===== src/srcc_params.svh =====
// Offsets, field positions and reset values of the rate converter control block
//
// Notes on behaviour
// - Async enable bits: 2 rev right, 1 fwd left, 0 fwd right; reset zero.
// - Read-only status shows bits 3..0 of async paths really enabled; reset zero.
// - Async control: second rate 31:27 reset 0x08, first rate 15:11 reset 0x00.
// - Enable refused when domain clock budget too small; running paths keep running.
// - Mixer status shows which low-power paths really got enabled.
// - Low-power lock reported as soon as the path runs; feeds interrupt logic. Here lock follows one cycle after run; no interrupt logic.
// - Any low-power path lock can drive the lock pin.
// - Interpolator enable: bit 1 left, bit 0 right; reset zero.
// - Interpolator control: output rate 31:27, input rate 15:11, both reset 0x08.
// - Decimator enable bit 1 runs the left path; reset zero.
// - Decimator enable bit 0 runs the right path; reset zero.
// - Decimator control at 0xA108: output 31:27, input 15:11, both reset 0x08.
// - Async enable bit 3 runs the reverse left path; reset zero.
`ifndef SRCC_PARAMS_SVH
`define SRCC_PARAMS_SVH

`define SRCC_OFS_ASYNC_EN 16'hA000
`define SRCC_OFS_ASYNC_STS 16'hA004
`define SRCC_OFS_ASYNC_CTL 16'hA008
`define SRCC_OFS_BUDGET 16'hA010
`define SRCC_OFS_REFUSED 16'hA014
`define SRCC_OFS_PIN_SEL 16'hA018
`define SRCC_OFS_INTERP_EN 16'hA080
`define SRCC_OFS_INTERP_CTL 16'hA088
`define SRCC_OFS_DECIM_EN 16'hA0A8
`define SRCC_OFS_DECIM_CTL 16'hA108
`define SRCC_OFS_MIX_STS 16'h88C0

`define SRCC_HI_RATE_MSB 31
`define SRCC_HI_RATE_LSB 27
`define SRCC_LO_RATE_MSB 15
`define SRCC_LO_RATE_LSB 11

`define SRCC_ASYNC_R2_RST 5'h08
`define SRCC_ASYNC_R1_RST 5'h00
`define SRCC_LP_RATE_RST 5'h08
`define SRCC_BUDGET_RST 8'h08
`define SRCC_PIN_SEL_RST 3'h0

`endif


===== src/srcc_pkg.sv =====
// Types and shared decoding for the rate converter control block
`default_nettype none
package srcc_pkg;

  typedef logic [4:0] srcc_rate_t;
  typedef logic [7:0] srcc_path_t;
  typedef logic [3:0] srcc_load_t;

  // Codes 0x08 and 0x09 run on the second domain clock
  function automatic logic srcc_on_second(input srcc_rate_t code);
    return (code == 5'h08) || (code == 5'h09);
  endfunction : srcc_on_second

  function automatic srcc_load_t srcc_count(input srcc_path_t v);
    srcc_load_t n;
    n = 4'h0;
    for (int i = 0; i < 8; i++) begin
      n = n + {3'h0, v[i]};
    end
    return n;
  endfunction : srcc_count

endpackage : srcc_pkg
`default_nettype wire


===== src/srcc_path_if.sv =====
// Path requests, domain use, budgets and admission results
`timescale 1ns/100ps
`default_nettype none
interface srcc_path_if;
  srcc_pkg::srcc_path_t req;
  srcc_pkg::srcc_path_t use_main;
  srcc_pkg::srcc_path_t use_sec;
  logic [7:0] budget_main;
  logic [7:0] budget_sec;
  srcc_pkg::srcc_path_t active;
  srcc_pkg::srcc_path_t refused;

  modport ctrl (output req, use_main, use_sec, budget_main, budget_sec, input active, refused);
  modport admit (input req, use_main, use_sec, budget_main, budget_sec, output active, refused);
  modport view (input active);
endinterface : srcc_path_if
`default_nettype wire


===== src/srcc_top.sv =====
// Register bank and path control of the sample-rate converters
//
// Design decision made here: the strobed register port.
`timescale 1ns/100ps
`default_nettype none
`include "srcc_params.svh"
module srcc_top (
  input wire logic CLK_SYS,
  input wire logic RSTN,
  input wire logic [15:0] REG_ADDR,
  input wire logic [31:0] REG_WDATA,
  input wire logic REG_WR,
  input wire logic REG_RD,
  output logic [31:0] REG_RDATA,
  output logic [7:0] PATH_ACTIVE,
  output logic [3:0] LP_LOCK,
  output logic LOCK_GPIO
);

  ////////////////////////////////////////////////////////////////////////////
  // Registers

  logic [3:0] async_en_reg;
  srcc_pkg::srcc_rate_t async_conv_second_rate_reg;
  srcc_pkg::srcc_rate_t async_conv_first_rate_reg;
  logic [1:0] interp_en_reg;
  srcc_pkg::srcc_rate_t interp_conv_output_rate_reg;
  srcc_pkg::srcc_rate_t interp_conv_input_rate_reg;
  logic [1:0] decim_en_reg;
  srcc_pkg::srcc_rate_t decim_conv_output_rate_reg;
  srcc_pkg::srcc_rate_t decim_conv_input_rate_reg;
  logic [7:0] budget_main_reg;
  logic [7:0] budget_sec_reg;
  logic [2:0] pin_sel_reg;
  logic [31:0] rdata_reg;
  logic [31:0] rdata_next;

  srcc_path_if pif ();

  logic wr_async_en;
  logic wr_async_ctl;
  logic wr_interp_en;
  logic wr_interp_ctl;
  logic wr_decim_en;
  logic wr_decim_ctl;
  logic wr_budget;
  logic wr_pin_sel;

  assign wr_async_en = REG_WR && (REG_ADDR == `SRCC_OFS_ASYNC_EN);
  assign wr_async_ctl = REG_WR && (REG_ADDR == `SRCC_OFS_ASYNC_CTL);
  assign wr_interp_en = REG_WR && (REG_ADDR == `SRCC_OFS_INTERP_EN);
  assign wr_interp_ctl = REG_WR && (REG_ADDR == `SRCC_OFS_INTERP_CTL);
  assign wr_decim_en = REG_WR && (REG_ADDR == `SRCC_OFS_DECIM_EN);
  assign wr_decim_ctl = REG_WR && (REG_ADDR == `SRCC_OFS_DECIM_CTL);
  assign wr_budget = REG_WR && (REG_ADDR == `SRCC_OFS_BUDGET);
  assign wr_pin_sel = REG_WR && (REG_ADDR == `SRCC_OFS_PIN_SEL);

  // Places a rate pair in its two fields
  function automatic logic [31:0] srcc_ctl_word(input srcc_pkg::srcc_rate_t hi, input srcc_pkg::srcc_rate_t lo);
    logic [31:0] w;
    w = 32'h0000_0000;
    w[`SRCC_HI_RATE_MSB:`SRCC_HI_RATE_LSB] = hi;
    w[`SRCC_LO_RATE_MSB:`SRCC_LO_RATE_LSB] = lo;
    return w;
  endfunction : srcc_ctl_word

  ////////////////////////////////////////////////////////////////////////////
  // Asynchronous converter

  always_ff @(posedge CLK_SYS or negedge RSTN) begin
    if (!RSTN) begin
      async_en_reg <= 4'h0;
    end else if (wr_async_en) begin
      async_en_reg <= REG_WDATA[3:0];
    end
  end

  // Rate codes are stored as written; legality and ordering are software's duty
  always_ff @(posedge CLK_SYS or negedge RSTN) begin
    if (!RSTN) begin
      async_conv_second_rate_reg <= `SRCC_ASYNC_R2_RST;
      async_conv_first_rate_reg <= `SRCC_ASYNC_R1_RST;
    end else if (wr_async_ctl) begin
      async_conv_second_rate_reg <= REG_WDATA[`SRCC_HI_RATE_MSB:`SRCC_HI_RATE_LSB];
      async_conv_first_rate_reg <= REG_WDATA[`SRCC_LO_RATE_MSB:`SRCC_LO_RATE_LSB];
    end
  end

  ////////////////////////////////////////////////////////////////////////////
  // Low-power converters

  always_ff @(posedge CLK_SYS or negedge RSTN) begin
    if (!RSTN) begin
      interp_en_reg <= 2'h0;
    end else if (wr_interp_en) begin
      interp_en_reg <= REG_WDATA[1:0];
    end
  end

  always_ff @(posedge CLK_SYS or negedge RSTN) begin
    if (!RSTN) begin
      interp_conv_output_rate_reg <= `SRCC_LP_RATE_RST;
      interp_conv_input_rate_reg <= `SRCC_LP_RATE_RST;
    end else if (wr_interp_ctl) begin
      interp_conv_output_rate_reg <= REG_WDATA[`SRCC_HI_RATE_MSB:`SRCC_HI_RATE_LSB];
      interp_conv_input_rate_reg <= REG_WDATA[`SRCC_LO_RATE_MSB:`SRCC_LO_RATE_LSB];
    end
  end

  always_ff @(posedge CLK_SYS or negedge RSTN) begin
    if (!RSTN) begin
      decim_en_reg <= 2'h0;
    end else if (wr_decim_en) begin
      decim_en_reg <= REG_WDATA[1:0];
    end
  end

  always_ff @(posedge CLK_SYS or negedge RSTN) begin
    if (!RSTN) begin
      decim_conv_output_rate_reg <= `SRCC_LP_RATE_RST;
      decim_conv_input_rate_reg <= `SRCC_LP_RATE_RST;
    end else if (wr_decim_ctl) begin
      decim_conv_output_rate_reg <= REG_WDATA[`SRCC_HI_RATE_MSB:`SRCC_HI_RATE_LSB];
      decim_conv_input_rate_reg <= REG_WDATA[`SRCC_LO_RATE_MSB:`SRCC_LO_RATE_LSB];
    end
  end

  ////////////////////////////////////////////////////////////////////////////
  // Clock budget and lock pin select

  // Budget is paths per domain the clock can carry; zero refuses every new path on that domain
  always_ff @(posedge CLK_SYS or negedge RSTN) begin
    if (!RSTN) begin
      budget_main_reg <= `SRCC_BUDGET_RST;
      budget_sec_reg <= `SRCC_BUDGET_RST;
    end else if (wr_budget) begin
      budget_main_reg <= REG_WDATA[7:0];
      budget_sec_reg <= REG_WDATA[15:8];
    end
  end

  always_ff @(posedge CLK_SYS or negedge RSTN) begin
    if (!RSTN) begin
      pin_sel_reg <= `SRCC_PIN_SEL_RST;
    end else if (wr_pin_sel) begin
      pin_sel_reg <= REG_WDATA[2:0];
    end
  end

  ////////////////////////////////////////////////////////////////////////////
  // Path requests and domain use

  logic async_main;
  logic async_sec;
  logic interp_main;
  logic interp_sec;
  logic decim_main;
  logic decim_sec;

  // A path loads every domain that either of its rates lives on
  always_comb begin
    async_sec = srcc_pkg::srcc_on_second(async_conv_first_rate_reg)
      || srcc_pkg::srcc_on_second(async_conv_second_rate_reg);
    async_main = !srcc_pkg::srcc_on_second(async_conv_first_rate_reg)
      || !srcc_pkg::srcc_on_second(async_conv_second_rate_reg);
    interp_sec = srcc_pkg::srcc_on_second(interp_conv_input_rate_reg)
      || srcc_pkg::srcc_on_second(interp_conv_output_rate_reg);
    interp_main = !srcc_pkg::srcc_on_second(interp_conv_input_rate_reg)
      || !srcc_pkg::srcc_on_second(interp_conv_output_rate_reg);
    decim_sec = srcc_pkg::srcc_on_second(decim_conv_input_rate_reg)
      || srcc_pkg::srcc_on_second(decim_conv_output_rate_reg);
    decim_main = !srcc_pkg::srcc_on_second(decim_conv_input_rate_reg)
      || !srcc_pkg::srcc_on_second(decim_conv_output_rate_reg);
  end

  assign pif.req = {decim_en_reg, interp_en_reg, async_en_reg};
  assign pif.use_main = {{2{decim_main}}, {2{interp_main}}, {4{async_main}}};
  assign pif.use_sec = {{2{decim_sec}}, {2{interp_sec}}, {4{async_sec}}};
  assign pif.budget_main = budget_main_reg;
  assign pif.budget_sec = budget_sec_reg;

  srcc_admit u_admit (
    .clk(CLK_SYS),
    .rstn(RSTN),
    .pif(pif.admit)
  );

  srcc_lock u_lock (
    .clk(CLK_SYS),
    .rstn(RSTN),
    .pin_sel(pin_sel_reg),
    .pif(pif.view),
    .lock(LP_LOCK),
    .lock_pin(LOCK_GPIO)
  );

  assign PATH_ACTIVE = pif.active;

  ////////////////////////////////////////////////////////////////////////////
  // Read port

  always_comb begin
    rdata_next = 32'h0000_0000;
    if (REG_RD) begin
      unique case (REG_ADDR)
        `SRCC_OFS_ASYNC_EN: rdata_next = {28'h0000000, async_en_reg};
        `SRCC_OFS_ASYNC_STS: rdata_next = {28'h0000000, pif.active[3:0]};
        `SRCC_OFS_ASYNC_CTL: rdata_next = srcc_ctl_word(async_conv_second_rate_reg, async_conv_first_rate_reg);
        `SRCC_OFS_BUDGET: rdata_next = {16'h0000, budget_sec_reg, budget_main_reg};
        `SRCC_OFS_REFUSED: rdata_next = {24'h000000, pif.refused};
        `SRCC_OFS_PIN_SEL: rdata_next = {29'h00000000, pin_sel_reg};
        `SRCC_OFS_INTERP_EN: rdata_next = {30'h00000000, interp_en_reg};
        `SRCC_OFS_INTERP_CTL: rdata_next = srcc_ctl_word(interp_conv_output_rate_reg, interp_conv_input_rate_reg);
        `SRCC_OFS_DECIM_EN: rdata_next = {30'h00000000, decim_en_reg};
        `SRCC_OFS_DECIM_CTL: rdata_next = srcc_ctl_word(decim_conv_output_rate_reg, decim_conv_input_rate_reg);
        `SRCC_OFS_MIX_STS: rdata_next = {28'h0000000, pif.active[7:4]};
        default: rdata_next = 32'h0000_0000;
      endcase
    end
  end

  // Data stands only in the cycle after the read strobe
  always_ff @(posedge CLK_SYS or negedge RSTN) begin
    if (!RSTN) begin
      rdata_reg <= 32'h0000_0000;
    end else begin
      rdata_reg <= rdata_next;
    end
  end

  assign REG_RDATA = rdata_reg;

endmodule : srcc_top
`default_nettype wire


===== src/srcc_admit.sv =====
// Clock-budget admission of converter path enables
`timescale 1ns/100ps
`default_nettype none
module srcc_admit (
  input wire logic clk,
  input wire logic rstn,
  srcc_path_if.admit pif
);

  srcc_pkg::srcc_path_t active_reg;
  srcc_pkg::srcc_path_t refused_reg;
  srcc_pkg::srcc_path_t pending;
  srcc_pkg::srcc_path_t pick;
  srcc_pkg::srcc_load_t load_main;
  srcc_pkg::srcc_load_t load_sec;
  logic fits;

  // One new path per cycle, lowest index first, so load counts stay exact
  always_comb begin
    pending = pif.req & ~active_reg & ~refused_reg;
    pick = pending & (~pending + 8'h01);
    load_main = srcc_pkg::srcc_count(active_reg & pif.use_main);
    load_sec = srcc_pkg::srcc_count(active_reg & pif.use_sec);
    fits = 1'b1;
    if (|(pick & pif.use_main) && ({4'h0, load_main} >= pif.budget_main)) begin
      fits = 1'b0;
    end
    if (|(pick & pif.use_sec) && ({4'h0, load_sec} >= pif.budget_sec)) begin
      fits = 1'b0;
    end
  end

  // Refused paths stay off until software drops and re-raises the enable
  always_ff @(posedge clk or negedge rstn) begin
    if (!rstn) begin
      active_reg <= 8'h00;
    end else begin
      active_reg <= (active_reg | (fits ? pick : 8'h00)) & pif.req;
    end
  end

  always_ff @(posedge clk or negedge rstn) begin
    if (!rstn) begin
      refused_reg <= 8'h00;
    end else begin
      refused_reg <= (refused_reg | (fits ? 8'h00 : pick)) & pif.req;
    end
  end

  assign pif.active = active_reg;
  assign pif.refused = refused_reg;

endmodule : srcc_admit
`default_nettype wire


===== src/srcc_lock.sv =====
// Low-power converter lock status and lock pin selection
`timescale 1ns/100ps
`default_nettype none
module srcc_lock (
  input wire logic clk,
  input wire logic rstn,
  input wire logic [2:0] pin_sel,
  srcc_path_if.view pif,
  output logic [3:0] lock,
  output logic lock_pin
);

  logic [3:0] lock_reg;
  logic pin_reg;
  logic [3:0] lp_active;

  assign lp_active = pif.active[7:4];

  // Both sides share one clock source, so lock follows run one cycle later
  always_ff @(posedge clk or negedge rstn) begin
    if (!rstn) begin
      lock_reg <= 4'h0;
    end else begin
      lock_reg <= lp_active;
    end
  end

  // Select 0 parks the pin low; 1 to 4 pick a low-power path
  always_ff @(posedge clk or negedge rstn) begin
    if (!rstn) begin
      pin_reg <= 1'b0;
    end else if (pin_sel >= 3'h1 && pin_sel <= 3'h4) begin
      pin_reg <= lp_active[pin_sel[1:0] - 2'h1];
    end else begin
      pin_reg <= 1'b0;
    end
  end

  assign lock = lock_reg;
  assign lock_pin = pin_reg;

endmodule : srcc_lock
`default_nettype wire


===== config.mk =====
export PLATFORM = sky130hd
export DESIGN_NAME = srcc_top
export DESIGN_NICKNAME = d
export VERILOG_FILES = /design/src/srcc_pkg.sv /design/src/srcc_path_if.sv /design/src/srcc_top.sv /design/src/srcc_admit.sv /design/src/srcc_lock.sv
export VERILOG_INCLUDE_DIRS = /design/src
export SDC_FILE = /design/constraint.sdc
export NUM_CORES = 1
export LEC_CHECK = 0
export ABC_AREA = 0
export BUFFER_PORTS_ARGS = -buffer_cell sky130_fd_sc_hd__buf_2
export CORE_AREA = 2 2 116 118
export CTS_CLUSTER_DIAMETER = 60
export DETAILED_ROUTE_END_ITERATION = 16
export DIE_AREA = 0 0 118 120
export HOLD_SLACK_MARGIN = 0.06
export SLEW_MARGIN = 10
export SYNTH_ARGS = -nofsm -noshare
export SYNTH_HDL_FRONTEND = slang
export SYNTH_SLANG_ARGS = --single-unit

===== constraint.sdc =====
create_clock -name CLK_SYS -period 4.45 [get_ports CLK_SYS]
set_input_delay 0.445 -clock CLK_SYS [delete_from_list [all_inputs] [get_ports CLK_SYS]]
set_output_delay 0.445 -clock CLK_SYS [all_outputs]
set_load 0.05 [all_outputs]

==> results.md <==
- Die X: 118 um
- Required @ worst endpoint: 4.74 ns
- Cell with the most instances after synthesis: dfrtp_1
- # hold bufs at CTS: 0
- Pwr dens: 291.3 nW/um^2
- WP buf/inv: 5
- Area share of the largest cell type after synthesis: 0.4519
- Gr busiest metal: met2
- Antenna viol nets, final: 0
- Clock-pin slew on the worst setup and hold paths: 0.07 ns
- CP max FO: 16
- Relative slew slack: 0.3205
- Number of global-route vias before repair: 3817
- Post-synthesis sequential area ratio: 0.4880
- Achievable frequency: 221.2 MHz
- Sequential power share: 0.503
- Post-synth top cells: 92 x dfrtp_1, 59 x mux2_2, 37 x nand2_1
- WP depth: 19
- Violated checks: negative setup slack
- P_int: 1388 uW
- HPWL Detailed: 9.208 mm
- CP Launch Type: flip-flop
- Port bufs: 74
- Post-synth top flop: dfrtp_1
- Antenna cell count: 0
- Grt met3 use: 0.04087
- Clock Power Share: 0.454
- Syn_area_per_cell: 11.50 sq um
- Max incr delay on CP: 0.53 ns
- DP Worst Slack: -0.1931 ns
- GRT overflow: 0
- Fin. max-slew vios: 0
- Post-synth EDFFs: 0
- CP Capture Type: flip-flop
- Netlist Area Pre-Place: 5095 sq um
- # fillers: 1220
- # nets final: 613
- Worst path top cell family by delay: adder cells
- Core area: 12980 sq um
- Largest register FFs: 21
- CP dominant cell by count: fa_1
- Worst-Margin Slew: 1.016 ns
- Peak supply drop: 160.9 uV
- Worst-Skew Late Latency: 0.35 ns
- Clock Skew: 0.007305 ns
- Die Area: 14160 sq um
- Pleak: 0.002906 uW
- Synth Instances: 443
- First-pass GRT wire length: 20.38 mm
- I/O pin count: 97
- Initial antenna violation count: 0
- Share of power burned in combinational logic: 0.044
- R2R cell count: 19
- Initial Utilization: 0.3925
- Multi-input gate area: 2481 sq um
- Num rows: 42
- Seq. cell area: 2486 sq um
- Net Sw Frac: 0.2253
- CP startpoint: async_conv_second_rate_reg[3]
- GR Util All Layers: 0.1840
- Wire per inst: 17.49 um
- Area Overhead vs Synth: 20.68%
- Pwr Total: 1791 uW
- Final period util: 1.016
- DP Cell Count: 702
- Clock Tree Buf Depth: 2
- Switching pwr: 403.6 uW
- Arrival time worst endpoint: 4.81 ns
- First drt pass iteration count: 5
- RSZ-0062 raised after global routing: true
- CTS sink cnt: 99
- Slowest CP cell: dfstp_2
- Worst setup margin: -0.07175 ns
- Cell taking the most area after synthesis: dfrtp_1
- Synth cell types: 52
- Synth warn: 0
- Async SR Flop Fraction: 1.000
- Hold WS: 0.1837 ns
- Iter 0 DRT Violations: 232
- Critical path class: flip-flop to flip-flop
- Shortest period the worst path allows: 4.522 ns
- Fraction of layout cells with a size suffix above 1: 0.3819
- HP Class: primary input to asynchronous set/reset pin
- Max_cap viols: 0
- Gpl congestion: 0.8294
- Routed WL: 12.56 mm
- Die height: 120 um
- Via density: 5.359
- CTS H-tree depth: 3
- Final setup violating endpoints: 16
- Critical-path cell list: nor4b_4 > nand2_1 > and2_1 > ha_1 > inv_2 > fa_1 > inv_2 > fa_1 > inv_1 > fa_2 > fa_1 > inv_1 > ha_1 > a21o_1 > a211oi_2 > nor3_2 > nor2_2 > buf_12 > a32o_1
- Final hold vios: 0
- Final core occ: 0.4737
- Via count: 3848
- Number of CTS-inserted buffers: 9
- Largest net degree at the start of global routing: 67
- Synth Register Bits: 99
- Grt met1 use: 0.2538
- Status: finished with violations
- Fin cells: 718
- GR Layer Usage met2: 0.2831
- Root Buffer: clkbuf_16
- TritonCTS clock tree: done
- Worst R2R Start: async_conv_second_rate_reg[3]
- Synth area leaders: dfrtp_1 45%, mux2_2 13%, ha_1 3.9%, dfstp_2 3.6%, fa_1 3.1%
- Residual DRC: 0
cell type report:
| type | count | area share |
|---|---|---|
| clock buffers | 11 | 0.04111 |
| multi-input cells | 305 | 0.4035 |
| clock inverters | 5 | 0.009768 |
| flip-flops and latches | 99 | 0.4044 |
| inverters | 26 | 0.01587 |
| repair buffers | 96 | 0.08954 |
| well taps | 176 | 0.03582 |
power groups by stage:
stage,Combinational [uW],Clock [uW],Sequential (uW)
final,78.5,812,900
after global routing,86.7,872,900
after CTS,79.5,830,900
after detailed placement,79.5,0,917
after global placement,77.9,0,917
after floorplan,38.3,0,918
cells by family after synthesis:
kind of cell	share of synthesized area
fa+ha+maj	0.07073
compound gates	0.1026
other cells	0.0007360
buf+inv	0.04764
mux	0.1324
flops	0.4880
simple gates	0.1545
xor+xnor	0.003439
worst reg2reg max path: cells and delay by family (launching register included):
kind / cells / cell delay [ns]
adders and majority gates: 6 / 2.35
DFF: 1 / 0.53
AOI/OAI and AO/OA: 3 / 0.56
buffers and inverters: 5 / 0.32
and+or+nand+nor: 5 / 0.68
through the flow:
| step | area (sq um) | setup TNS, ns |
|---|---|---|
| 4_1_cts | 6148 | -0.9613 |
| 3_3_place_gp | 5823 | -0.4380 |
| 3_5_place_dp | 5823 | -0.7582 |
| 6_report | 6148 | -0.5560 |
| 5_1_grt | 6148 | -4.644 |
| 2_1_floorplan | 5197 | 0 |
per-layer routing:
layer,vias up,share of wire,routed length (um)
met4,0,0.019,234
met3,17,0.057,711
met1,1914,0.47,5885
li1,1787,-,-
met5,-,0,0
met2,130,0.46,5722
path summary, 6_finish.rpt:
kind | end | slack [ns]
max | u_admit.pif.active[1] | -0.07
min | REG_RDATA[27] | 0.18
max reg2reg | u_admit.pif.active[1] | -0.07
min reg2reg | u_lock.lock[0] | 0.49
max in group asynchronous | async_conv_second_rate_reg[3] | 3.25
min in group CLK_SYS | budget_main_reg[5] | 0.33
layout by cell type (no fill, tap or decap), types with 4 or more instances in the layout:
| cell type | Yosys | routed |
|---|---|---|
| a22oi_1 | 9 | 9 |
| fa_1 | 8 | 6 |
| nor3_1 | 10 | 9 |
| nor4_1 | 7 | 7 |
| buf_4 | 11 | 22 |
| nor2b_1 | 5 | 5 |
| and2_1 | 11 | 9 |
| buf_2 | 2 | 73 |
| or3b_2 | 5 | 5 |
| o21ai_1 | 1 | 4 |
| dfstp_2 | 7 | 7 |
| nor4b_1 | 8 | 6 |
| a22o_1 | 4 | 4 |
| nor3b_1 | 5 | 5 |
| nor2_1 | 30 | 30 |
| inv_1 | 26 | 23 |
| a222oi_1 | 15 | 15 |
| conb_1 | 1 | 11 |
| a21oi_1 | 9 | 9 |
| clkbuf_16 | 0 | 9 |
| dfrtp_1 | 92 | 92 |
| a32o_1 | 4 | 4 |
| nand2_1 | 37 | 37 |
| ha_1 | 16 | 15 |
| nand4_1 | 4 | 4 |
| mux2_2 | 59 | 59 |
timing repair:
item                                    4_1_cts  5_1_grt
endpoints found under the setup margin       16       16
setup buffers                                 0        0
resized for setup                             2        1
No activity file was read; power rests on OpenSTA's default activity.
